`config.mk`:
```
export PLATFORM = sky130hd
export DESIGN_NAME = watchdog_sleep_ctrl
export DESIGN_NICKNAME = d
export VERILOG_FILES = /design/src/rtl/watchdog_pkg.sv /design/src/rtl/watchdog_sleep_ctrl.sv
export SDC_FILE = /design/constraint.sdc
export NUM_CORES = 1
export LEC_CHECK = 0
export BUFFER_PORTS_ARGS = -buffer_cell sky130_fd_sc_hd__buf_4
export CORE_MARGIN = 5
export CORE_UTILIZATION = 56
export DETAILED_ROUTE_END_ITERATION = 8
export PLACE_DENSITY = 0.86
export SLEW_MARGIN = 20
export SYNTH_ARGS = -nofsm -noshare
export SYNTH_HDL_FRONTEND = slang
export SYNTH_SLANG_ARGS = --single-unit
```
`constraint.sdc`:
```
create_clock -name pclk -period 6.7 [get_ports pclk]
set_clock_uncertainty 0.05 [all_clocks]
set_input_delay 0.335 -clock pclk [delete_from_list [all_inputs] [get_ports pclk]]
set_output_delay 0.335 -clock pclk [all_outputs]
set_load 0.01 [all_outputs]
```
`src/rtl/watchdog_pkg.sv`:
```
// constants shared by the watchdog with sleep control
// assumes a single pclk domain; nothing outside this package is referenced
package watchdog_pkg;
  // ----------------------------------------------------------------
  // register map (byte addresses)
  // ----------------------------------------------------------------
  localparam logic [11:0] CTRL_OFFSET = 12'h000;
  localparam logic [11:0] CAUSE_OFFSET = 12'h004;
  localparam logic [11:0] CONFIG_OFFSET = 12'h008;
  // ----------------------------------------------------------------
  // watchdog_and_sleep_control fields
  // ----------------------------------------------------------------
  localparam int SW_ON_BIT = 0;
  localparam int SINK_BIT = 1;
  localparam int ULP_EN_BIT = 2;
  localparam int SRET_BIT = 4;
  localparam int LEVEL_BIT = 5;
  localparam int REGULATOR_SLEEP_LOWPOWER_BIT = 7;
  localparam logic [7:0] CTRL_WRITE_MASK = 8'h97;
  localparam logic [7:0] CTRL_RESET = 8'h00;
  // ----------------------------------------------------------------
  // reset_cause_status and config fields
  // ----------------------------------------------------------------
  localparam int TIMEOUT_BIT = 0;
  localparam int RUNNING_BIT = 1;
  localparam int MODE_LSB = 0;
  localparam int SEL_LSB = 2;
  localparam int ULP_REGULATOR_CONFIG_DISABLE_BIT = 7;
  localparam logic [7:0] CONFIG_RESET = 8'h00;
  // ----------------------------------------------------------------
  // enable mode encodings of the two-bit configuration field
  // ----------------------------------------------------------------
  localparam logic [1:0] MODE_OFF = 2'h0;
  localparam logic [1:0] MODE_SW = 2'h1;
  localparam logic [1:0] MODE_RUN_ONLY = 2'h2;
  localparam logic [1:0] MODE_ON = 2'h3;
  // ----------------------------------------------------------------
  // timing
  // ----------------------------------------------------------------
  localparam int BASE_PERIOD_US = 4000;
  localparam int LF_OSC_HZ = 31250;
  localparam int BASE_TICKS = BASE_PERIOD_US * LF_OSC_HZ / 1000000;
endpackage

```
`src/rtl/watchdog_sleep_ctrl.sv`:
```
// watchdog timer with sleep and regulator control, apb register slave
// assumes lf_osc_tick is a one-pclk pulse per low-frequency oscillator period,
// and that instruction strobes from the core are single-cycle pulses on pclk
//
// The placing of the registers and register access over APB were chosen for this implementation.
`timescale 1ns/1ns
module watchdog_sleep_ctrl #(
  parameter int PS_WIDTH = 16,
  parameter int BASE_TICKS = watchdog_pkg::BASE_TICKS
) (
  input wire logic pclk,
  input wire logic presetn,
  input wire logic pclk_en,
  input wire logic psel,
  input wire logic penable,
  input wire logic pwrite,
  input wire logic [11:0] paddr,
  input wire logic [31:0] pwdata,
  output logic [31:0] prdata,
  output logic pready,
  output logic pslverr,
  input wire logic lf_osc_tick,
  input wire logic clear_watchdog_instr,
  input wire logic sleep_instr,
  input wire logic sleep_active,
  input wire logic [2:0] internal_osc_freq_select,
  input wire logic clock_fail,
  input wire logic regulator_enabled,
  input wire logic ulp_wake_comparator_out,
  output logic low_freq_internal_osc_on,
  output logic watchdog_timeout,
  output logic regulator_standby,
  output logic regulator_ultra_low,
  output logic ulp_wake_enable,
  output logic ulp_current_sink_enable
);
  // ----------------------------------------------------------------
  // apb decode
  // ----------------------------------------------------------------
  logic [7:0] ctrl_reg;
  logic [7:0] config_reg;
  logic timeout_flag_reg;
  logic [31:0] prdata_reg;
  logic [2:0] freq_sel_reg;
  logic [$clog2(BASE_TICKS+1)-1:0] base_cnt_reg;
  logic [PS_WIDTH-1:0] ps_cnt_reg;
  logic timeout_reg;

  // zero wait states; a frozen clock enable stalls the transfer
  wire setup_phase = psel & ~penable & pclk_en;
  wire access_phase = psel & penable & pclk_en;
  wire hit_ctrl = (paddr == watchdog_pkg::CTRL_OFFSET);
  wire hit_cause = (paddr == watchdog_pkg::CAUSE_OFFSET);
  wire hit_config = (paddr == watchdog_pkg::CONFIG_OFFSET);
  wire mapped = hit_ctrl | hit_cause | hit_config;
  wire wr_en = access_phase & pwrite & mapped;
  wire ctrl_wr = wr_en & hit_ctrl;
  wire cause_wr = wr_en & hit_cause;
  wire config_wr = wr_en & hit_config;
  assign pready = pclk_en;
  assign pslverr = psel & penable & ~mapped;

  // ----------------------------------------------------------------
  // mode decode
  // ----------------------------------------------------------------
  wire [1:0] mode = config_reg[watchdog_pkg::MODE_LSB +: 2];
  wire [4:0] sel = config_reg[watchdog_pkg::SEL_LSB +: 5];
  wire ulp_regulator_config_disable = config_reg[watchdog_pkg::ULP_REGULATOR_CONFIG_DISABLE_BIT];
  wire sw_on = ctrl_reg[watchdog_pkg::SW_ON_BIT];
  // software bit only matters in software mode
  wire wdt_on = (mode == watchdog_pkg::MODE_ON) |
    (mode == watchdog_pkg::MODE_SW & sw_on) |
    (mode == watchdog_pkg::MODE_RUN_ONLY & ~sleep_active);

  // ----------------------------------------------------------------
  // clear sources and time-out
  // ----------------------------------------------------------------
  wire freq_changed = (freq_sel_reg != internal_osc_freq_select);
  wire instr_clear = clear_watchdog_instr | sleep_instr;
  // a disabled watchdog is held at zero so an enable starts a full period
  wire count_clear = instr_clear | freq_changed | clock_fail | ~wdt_on;
  wire base_done = lf_osc_tick & (base_cnt_reg == BASE_TICKS - 1);
  // postscaler clamps its select at the counter width
  wire [4:0] sel_clamped = (sel > 5'(PS_WIDTH)) ? 5'(PS_WIDTH) : sel;
  wire [PS_WIDTH:0] ps_limit = ({{PS_WIDTH{1'b0}}, 1'b1} << sel_clamped) - 1'b1;
  wire ps_done = ({1'b0, ps_cnt_reg} == ps_limit);
  wire fire = base_done & ps_done & ~count_clear;

  // ----------------------------------------------------------------
  // read mux
  // ----------------------------------------------------------------
  // the level bit is live from the comparator; bits 6 and 3 are zero
  wire [7:0] ctrl_view = (ctrl_reg & watchdog_pkg::CTRL_WRITE_MASK) |
    (8'(ulp_wake_comparator_out) << watchdog_pkg::LEVEL_BIT);
  wire [7:0] cause_view = (8'(timeout_flag_reg) << watchdog_pkg::TIMEOUT_BIT) |
    (8'(wdt_on) << watchdog_pkg::RUNNING_BIT);
  wire [7:0] rd_mux = hit_ctrl ? ctrl_view :
    hit_cause ? cause_view :
    hit_config ? config_reg : 8'h00;

  // ----------------------------------------------------------------
  // register file
  // ----------------------------------------------------------------
  // only writable bits are kept, so reserved bits can never be set
  always_ff @(posedge pclk or negedge presetn) begin
    if (!presetn) begin
      ctrl_reg <= watchdog_pkg::CTRL_RESET;
      config_reg <= watchdog_pkg::CONFIG_RESET;
    end else if (pclk_en) begin
      if (ctrl_wr) begin
        ctrl_reg <= pwdata[7:0] & watchdog_pkg::CTRL_WRITE_MASK;
      end
      if (config_wr) begin
        config_reg <= pwdata[7:0];
      end
    end
  end

  // read data captured in the setup phase so it stands through access
  always_ff @(posedge pclk or negedge presetn) begin
    if (!presetn) begin
      prdata_reg <= 32'h0000_0000;
    end else if (setup_phase) begin
      prdata_reg <= {24'h00_0000, rd_mux};
    end
  end
  assign prdata = prdata_reg;

  // sticky time-out flag, write one to clear; a new time-out wins
  always_ff @(posedge pclk or negedge presetn) begin
    if (!presetn) begin
      timeout_flag_reg <= 1'b0;
    end else if (pclk_en) begin
      if (fire) begin
        timeout_flag_reg <= 1'b1;
      end else if (cause_wr & pwdata[watchdog_pkg::TIMEOUT_BIT]) begin
        timeout_flag_reg <= 1'b0;
      end
    end
  end

  // ----------------------------------------------------------------
  // counters
  // ----------------------------------------------------------------
  // base divider counts oscillator ticks, postscaler counts base periods
  // a clear in the same cycle as expiry wins, so a late clear-watchdog
  // instruction still rescues the device; the time-out pulse is registered
  // to keep the reset request free of glitches
  always_ff @(posedge pclk or negedge presetn) begin
    if (!presetn) begin
      base_cnt_reg <= '0;
      ps_cnt_reg <= '0;
      timeout_reg <= 1'b0;
      freq_sel_reg <= 3'h0;
    end else if (pclk_en) begin
      freq_sel_reg <= internal_osc_freq_select;
      timeout_reg <= fire;
      if (count_clear | fire) begin
        base_cnt_reg <= '0;
        ps_cnt_reg <= '0;
      end else if (base_done) begin
        base_cnt_reg <= '0;
        ps_cnt_reg <= ps_cnt_reg + 1'b1;
      end else if (lf_osc_tick) begin
        base_cnt_reg <= base_cnt_reg + 1'b1;
      end
    end
  end

  // ----------------------------------------------------------------
  // outputs
  // ----------------------------------------------------------------
  // ultra-low-power sleep overrides the plain standby choice
  wire ulp_sleep = sleep_active & ctrl_reg[watchdog_pkg::SRET_BIT] & ~ulp_regulator_config_disable &
    regulator_enabled;
  assign regulator_ultra_low = ulp_sleep;
  assign regulator_standby = sleep_active & ~ulp_sleep &
    ctrl_reg[watchdog_pkg::REGULATOR_SLEEP_LOWPOWER_BIT];
  assign ulp_wake_enable = ctrl_reg[watchdog_pkg::ULP_EN_BIT];
  assign ulp_current_sink_enable = ctrl_reg[watchdog_pkg::SINK_BIT] &
    ctrl_reg[watchdog_pkg::ULP_EN_BIT];
  assign low_freq_internal_osc_on = wdt_on;
  assign watchdog_timeout = timeout_reg;
endmodule

```
==> impl_metrics.toml, run 1 <==
[status]
run_status = "finished with violations"
failed_checks = "hold timing"

[sta]
final.hold.worst_slack_ns = -0.000146
finalHoldViolCount = 1
worstMarginPinSlew_ns = 1.13
final_critical_path_setup_slack_ns = 2.93
slew_violations = 0
period_share = 0.562
worst_slew_margin_rel = 0.242
rsz0062_at_grt = "false"
max_clock_freq_mhz = 265
fin_setup_tns_ns = 0
min_period_ns = 3.77
final-setup-viol-count = 0

[finish]
filler_cell_count = 460
syn_to_final_growth_pct = 11.1
fin_nets = 459
layout-drive-gt1-share = 0.205
finish.instance_area_um2 = 3540
antennaDiodeCount = 0
largest_register_ffs = 16

[floorplan]
die_y_um = 85.4
die_area_um2 = 7290
core_area_um2 = 5510
die-width_um = 85.4
ios = 100
effective_utilization_at_floorplan = 0.578
placementRows = 27

[worst_hold_path]
hp_class = "in2async"

[power]
ir_drop_worst_vdd_mv = 0.106
power.static_leakage_nw = 1.62
report.power.total_mw = 0.510
pwr_density_cell_nw_per_um2 = 144

[global_routing]
grt_max_degree = 50
antenna_found_initial = 0
global_route.usage.total = 0.188
grt.overflow.total = 0
first_global_vias = 2476
grt_pass1_wl_um = 11300

[route]
detail_route.vias_per_cell = 5.66
wl_per_instance_um = 14.3
drt_drc_violations_left = 0
route.antenna.remaining_nets = 0
routed-via-count = 2651
dr.pass1.iters = 4
wl_um = 6710
drtIter0Drc = 135

[logic_synthesis]
ys_warn_count = 0
synthesis.area_per_instance_um2 = 8.92
synth_async_sr_flop_share = 1.00
synth.yosys.seq_area_share = 0.385
syn_inst = 357
synth_flop_cell = "dfrtp_1"
yosys_top_cell_by_area = "dfrtp_1"
ys_seq_elements = 49
synth_area_leaders = "dfrtp_1, buf_4, mux2_2, nor2_1, xnor2_1"
synth_top_area_share = 0.385
synth_edf_count = 0
post_synth_instance_area_um2 = 3180
synth.lib_cells_used.distinct = 52

[setup_path]
timing.setup.critical_path_class = "reg2reg"
critical_path_required_ns = 6.82
worstReg2RegEnd = "ps_cnt_reg[15]"
reg2reg_from = "config_reg[4]"
r2r_setup_slack_ns = 2.93
critical_path_arrival_ns = 3.88
critical_path.startpoint_type = "flop"
cp-end-kind = "flop"
path_max_fanout = 22
reg2reg_depth = 10

[placed_design]
placedInstanceArea_um2 = 3460
pre_cts_slack_ns = 2.96
gpl.final_weighted_congestion = 0.891
placement.io_buffers = 51
detailedPlacementHpwl_um = 4980

[clock_network]
cts-root-buf = "clkbuf_8"
cts_buffers = 5
cts-htree-levels = 2
postCtsSetupRepairBufs = 0
cts_hold_buf = 0
tritoncts = "yes"
clkLatencyLatePin_ns = 0.30
clock_sink_count = 49
clock_tree_buffer_depth = 2
postCtsResizedCells = 0
clkTransAtPathRegs_ns = 0.09

[run]
drv_cap = 0
## cell usage after synthesis, types with 4 or more instances
cell type   n
nor4_1      5
nand4_1     9
nor2b_1     6
o21ai_0    15
o22ai_1     5
a31oi_1     5
nand2_1    30
inv_1      14
buf_4      25
xor2_1     13
ha_1        4
dfrtp_1    49
nor3_1      7
mux2_2     16
and3_1      6
o31ai_1     4
a21oi_1    11
nand3_1    13
nor2_1     39
a22oi_1     4
xnor2_1    16
clkbuf_1    9
nand3b_1    4
buf_2       6
## metrics by stage
step,cells,utilization
finish,468,0.642
global route,468,0.642
CTS,468,0.642
detailed placement,460,0.628
global placement,460,0.628
floorplan,380,-
## worst max-delay path: stages, from the launching register on
cell and delay, ns:
dfrtp_1 0.62, nor3_1 0.48, nand3b_1 0.14, ha_1 0.34, or4_1 0.57, a21oi_1 0.16, o21ai_0 0.11, a221oi_2 0.26
o2111ai_2 0.26, a21oi_2 0.54, nor2_1 0.11
## area by class of cell
class	instances	area (um2)	area share
Multi-Input combinational cell	274	1710	0.482
Sequential cell	49	1230	0.347
Timing Repair Buffer	51	383	0.108
Tap cell	72	90.1	0.0255
Clock buffer	8	80.1	0.0226
Inverter	14	52.6	0.0149
## cells by family after synthesis
| logic type | after synthesis | share of synthesized area |
|---|---|---|
| simple gates | 138 | 0.220 |
| fa+ha+maj | 4 | 0.0157 |
| xor+xnor | 29 | 0.0798 |
| compound gates | 60 | 0.126 |
| other cells | 1 | 0.00118 |
| flops | 49 | 0.385 |
| mux | 19 | 0.0660 |
| buf+inv | 57 | 0.106 |
## report_power, final
group,total [mW],switching (mW),internal [mW]
Clock,0.166,0.0912,0.0743
Combinational,0.0454,0.0264,0.0189
Sequential,0.299,0.00139,0.297
Total,0.510,0.119,0.391
## how the worst max path moves through the flow
| stage | startpoint | endpoint | cells past startpoint |
|---|---|---|---|
| 2_1_floorplan | config_reg[4] | ps_cnt_reg[10] | 13 |
| 3_3_place_gp | config_reg[4] | ps_cnt_reg[11] | 10 |
| 3_5_place_dp | config_reg[4] | ps_cnt_reg[15] | 10 |
| 4_1_cts | config_reg[4] | ps_cnt_reg[15] | 10 |
| 5_1_grt | config_reg[4] | ps_cnt_reg[15] | 10 |
| 6_report | config_reg[4] | ps_cnt_reg[15] | 10 |
## layer usage
| layer | track usage | vias up | share of wire |
|---|---|---|---|
| li1 | - | 1274 | - |
| met1 | 0.248 | 1283 | 0.42 |
| met2 | 0.311 | 83 | 0.50 |
| met3 | 0.0417 | 11 | 0.064 |
| met4 | 0.0504 | 0 | 0.013 |
| met5 | 0 | - | 0 |
## placed cells by master (no fill, tap or decap), drive strengths merged, types with 4 or more instances in the layout
| cell type | Yosys | final |
|---|---|---|
| inv | 14 | 14 |
| dfrtp | 49 | 49 |
| a22oi | 4 | 4 |
| ha | 4 | 4 |
| o22ai | 5 | 5 |
| nor2 | 40 | 40 |
| conb | 1 | 24 |
| nand2 | 30 | 30 |
| a31oi | 5 | 5 |
| nand3b | 4 | 4 |
| mux2 | 16 | 16 |
| xor2 | 13 | 13 |
| buf | 34 | 51 |
| o31ai | 4 | 4 |
| clkbuf | 9 | 8 |
| nor2b | 6 | 6 |
| nand3 | 13 | 13 |
| nor4 | 5 | 5 |
| a21oi | 12 | 12 |
| nor3 | 7 | 7 |
| and3 | 6 | 6 |
| nand4 | 9 | 9 |
| xnor2 | 16 | 16 |
| o21ai | 17 | 17 |
(Power assumes the default switching activity.)
==> run 2, diff against run 1 <==
ABC_AREA = 1   (was unset)
CORE_UTILIZATION = 53   (was 56)
PLACE_DENSITY = 0.81   (was 0.86)
clock period = 3.69 ns   (was 6.7 ns; I/O delays follow)
==> run 2 against run 1 <==
The flow now finishes without violations. Routed wire length up 24%. Critical path depth up 8. Synthesized area up 13%. Non-clock buffer count up 3. Largest power group unchanged. Flip-flop and latch count unchanged. Highest routed layer unchanged. Largest cell class unchanged. Cell area up 15%. Sequential share of layout area down 4.4 points. Power up 110%.
==> impl_metrics.toml, run 2 <==
[sta]
period_share = 0.876
rsz0062_at_grt = "false"
final_critical_path_setup_slack_ns = 0.456
max_clock_freq_mhz = 309
min_period_ns = 3.23
worstMarginPinSlew_ns = 0.631
worst_slew_margin_rel = 0.579
finalHoldViolCount = 0
fin_setup_tns_ns = 0
final-setup-viol-count = 0
final.hold.worst_slack_ns = 0.0335
slew_violations = 0

[route]
detail_route.vias_per_cell = 5.20
route.antenna.remaining_nets = 0
drt_drc_violations_left = 0
dr.pass1.iters = 4
routed-via-count = 3384
wl_per_instance_um = 12.7
wl_um = 8300
drtIter0Drc = 249

[finish]
antennaDiodeCount = 0
fin_cells = 651
mostFrequentLayoutCells = "nand2_1, inv_1, nor2_1"
fin_nets = 634
filler_cell_count = 609
syn_to_final_growth_pct = 12.3
largest_register_ffs = 16
layout-drive-gt1-share = 0.163
utilization = 0.604
finish.instance_area_um2 = 4060
layout.cells.most_common = "nand2_1"

[clock_network]
clkTransAtPathRegs_ns = 0.10
cts-root-buf = "clkbuf_8"
clock_sink_count = 49
clkLatencyLatePin_ns = 0.31
clock_tree_buffer_depth = 2
tritoncts = "yes"
cts-htree-levels = 2
postCtsResizedCells = 0
cts_buffers = 5

[run]
drv_cap = 0

[logic_synthesis]
yosys_top_cell_by_area = "dfrtp_1"
synth.yosys.seq_area_share = 0.340
synth_async_sr_flop_share = 1.00
ys_warn_count = 0
top_cells_by_count_synth = "nand2_1, inv_1, nor2_1"
ys_seq_elements = 49
syn_inst = 522
synth_most_common_cell = "nand2_1"
synth_edf_count = 0
synth.lib_cells_used.distinct = 46
synthesis.area_per_instance_um2 = 6.92
synth_flop_cell = "dfrtp_1"
post_synth_instance_area_um2 = 3610
synth_top_area_share = 0.340
synth_area_leaders = "dfrtp_1, nand2_1, inv_1, nor2_1, buf_4"

[global_routing]
grt.overflow.total = 0
global_route.usage.total = 0.200
grt_pass1_wl_um = 14200
grt_max_degree = 50
first_global_vias = 3320
antenna_found_initial = 0

[setup_path]
critical_path.slowest_cell = "dfrtp_1"
critical_path_arrival_ns = 3.37
cp-end-kind = "flop"
worstPathBufferInverterCount = 2
critPathTopFamily = "simple AND/OR/NAND/NOR gates"
critical_path_required_ns = 3.83
timing.setup.critical_path_class = "reg2reg"
max_stage_delay_ns = 0.61
critical_path.startpoint_type = "flop"
crit_chain = "nor2_1, nand2_1, nand2_1, nand2_1, nand3_1, ha_1, xor2_1, inv_1, nor3_1, nand3_1, nor2_1, nand2_1, nor2_1, nand3_2, o21ai_2, nand2_2, inv_1, nor2_1"
path_max_fanout = 13

[placed_design]
pre_cts_slack_ns = 0.615
placement.io_buffers = 51
gpl.final_weighted_congestion = 0.915
placedInstanceArea_um2 = 3930
detailedPlacementHpwl_um = 6480
dpl.cell_count = 642

[floorplan]
effective_utilization_at_floorplan = 0.537
die-width_um = 92.5
die_y_um = 92.5
core_area_um2 = 6720
placementRows = 30
ios = 100
die_area_um2 = 8560

[power]
ir_drop_worst_vdd_mv = 0.198
power.static_leakage_nw = 2.08
report.power.total_mw = 1.07
pwr_density_cell_nw_per_um2 = 263

[status]
run_status = "complete, no violations"

[worst_hold_path]
hp_class = "in2reg"
-- run 2: changes by cell type in the layout (fill, tap and decap cells not counted), moves of 6 or more --
cell	change
nor2b_1	-6
nand2_1	+111
mux2_2	-13
nand4_1	+8
a21oi_1	-7
nand3_1	+26
nor3_1	+6
xnor2_1	-14
nor2_1	+20
inv_1	+52
-- run 2: cell type report --
type	count	area, um2	area share
multi-input cells	387	1930	0.476
flip-flops and latches	49	1230	0.302
repair buffers	54	408	0.101
inverters	73	274	0.0676
well taps	80	100	0.0247
clock buffers	5	68.8	0.0170
clock inverters	3	47.5	0.0117
-- run 2: worst paths after layout --
kind	start	endpoint	slack, ns	depth (start not counted)
setup / recovery	config_reg[4]	ps_cnt_reg[8]	0.46	18
hold / removal	internal_osc_freq_select[2]	freq_sel_reg[2]	0.03	3
setup reg to reg	config_reg[4]	ps_cnt_reg[8]	0.46	18
hold reg to reg	prdata[3]	prdata[3]	0.46	2
max in group asynchronous	presetn	base_cnt_reg[4]	2.78	2
min in group asynchronous	presetn	ps_cnt_reg[15]	0.38	2
-- run 2: worst reg2reg max path: stages (launching register included) --
cell and delay [ns]:
dfrtp_1 0.61, nor2_1 0.10, nand2_1 0.08, nand2_1 0.05, nand2_1 0.14, nand3_1 0.13
ha_1 0.33, xor2_1 0.18, inv_1 0.06, nor3_1 0.21, nand3_1 0.10, nor2_1 0.12
nand2_1 0.07, nor2_1 0.13, nand3_2 0.12, o21ai_2 0.13, nand2_2 0.20, inv_1 0.25
nor2_1 0.07
-- run 2: metal layers --
metal  global-route usage  vias to the layer above  part of all wire
met5                    0                        -                 0
li1                     -                     1708                 -
met2                0.359                      100              0.50
met4               0.0681                        0             0.015
met1                0.243                     1564              0.43
met3               0.0309                       12             0.059
-- run 2: cell families after synthesis --
logic type               after synthesis  share of synthesized area
AND/OR/NAND/NOR                      297                      0.372
adder cells (fa/ha/maj)                4                     0.0139
flip-flops                            49                      0.340
multiplexers                           3                    0.00935
AO/OA/AOI/OAI                         41                     0.0707
XOR/XNOR                              18                     0.0437
buffers and inverters                109                      0.150
other                                  1                    0.00104
-- run 2: power breakdown --
group | internal (mW) | switching [mW] | leakage [nW] | total, mW
registers | 0.548 | 0.00673 | 0.669 | 0.555
clock network | 0.207 | 0.191 | 0.0591 | 0.398
logic | 0.0490 | 0.0658 | 1.35 | 0.115
total | 0.804 | 0.264 | 2.08 | 1.07
-- run 2: what timing repair did --
item	4_1_cts	5_1_grt
setup buffers	0	0
endpoints found under the setup margin	0	0
hold buffers	1	0
endpoints found under the hold margin	49	0
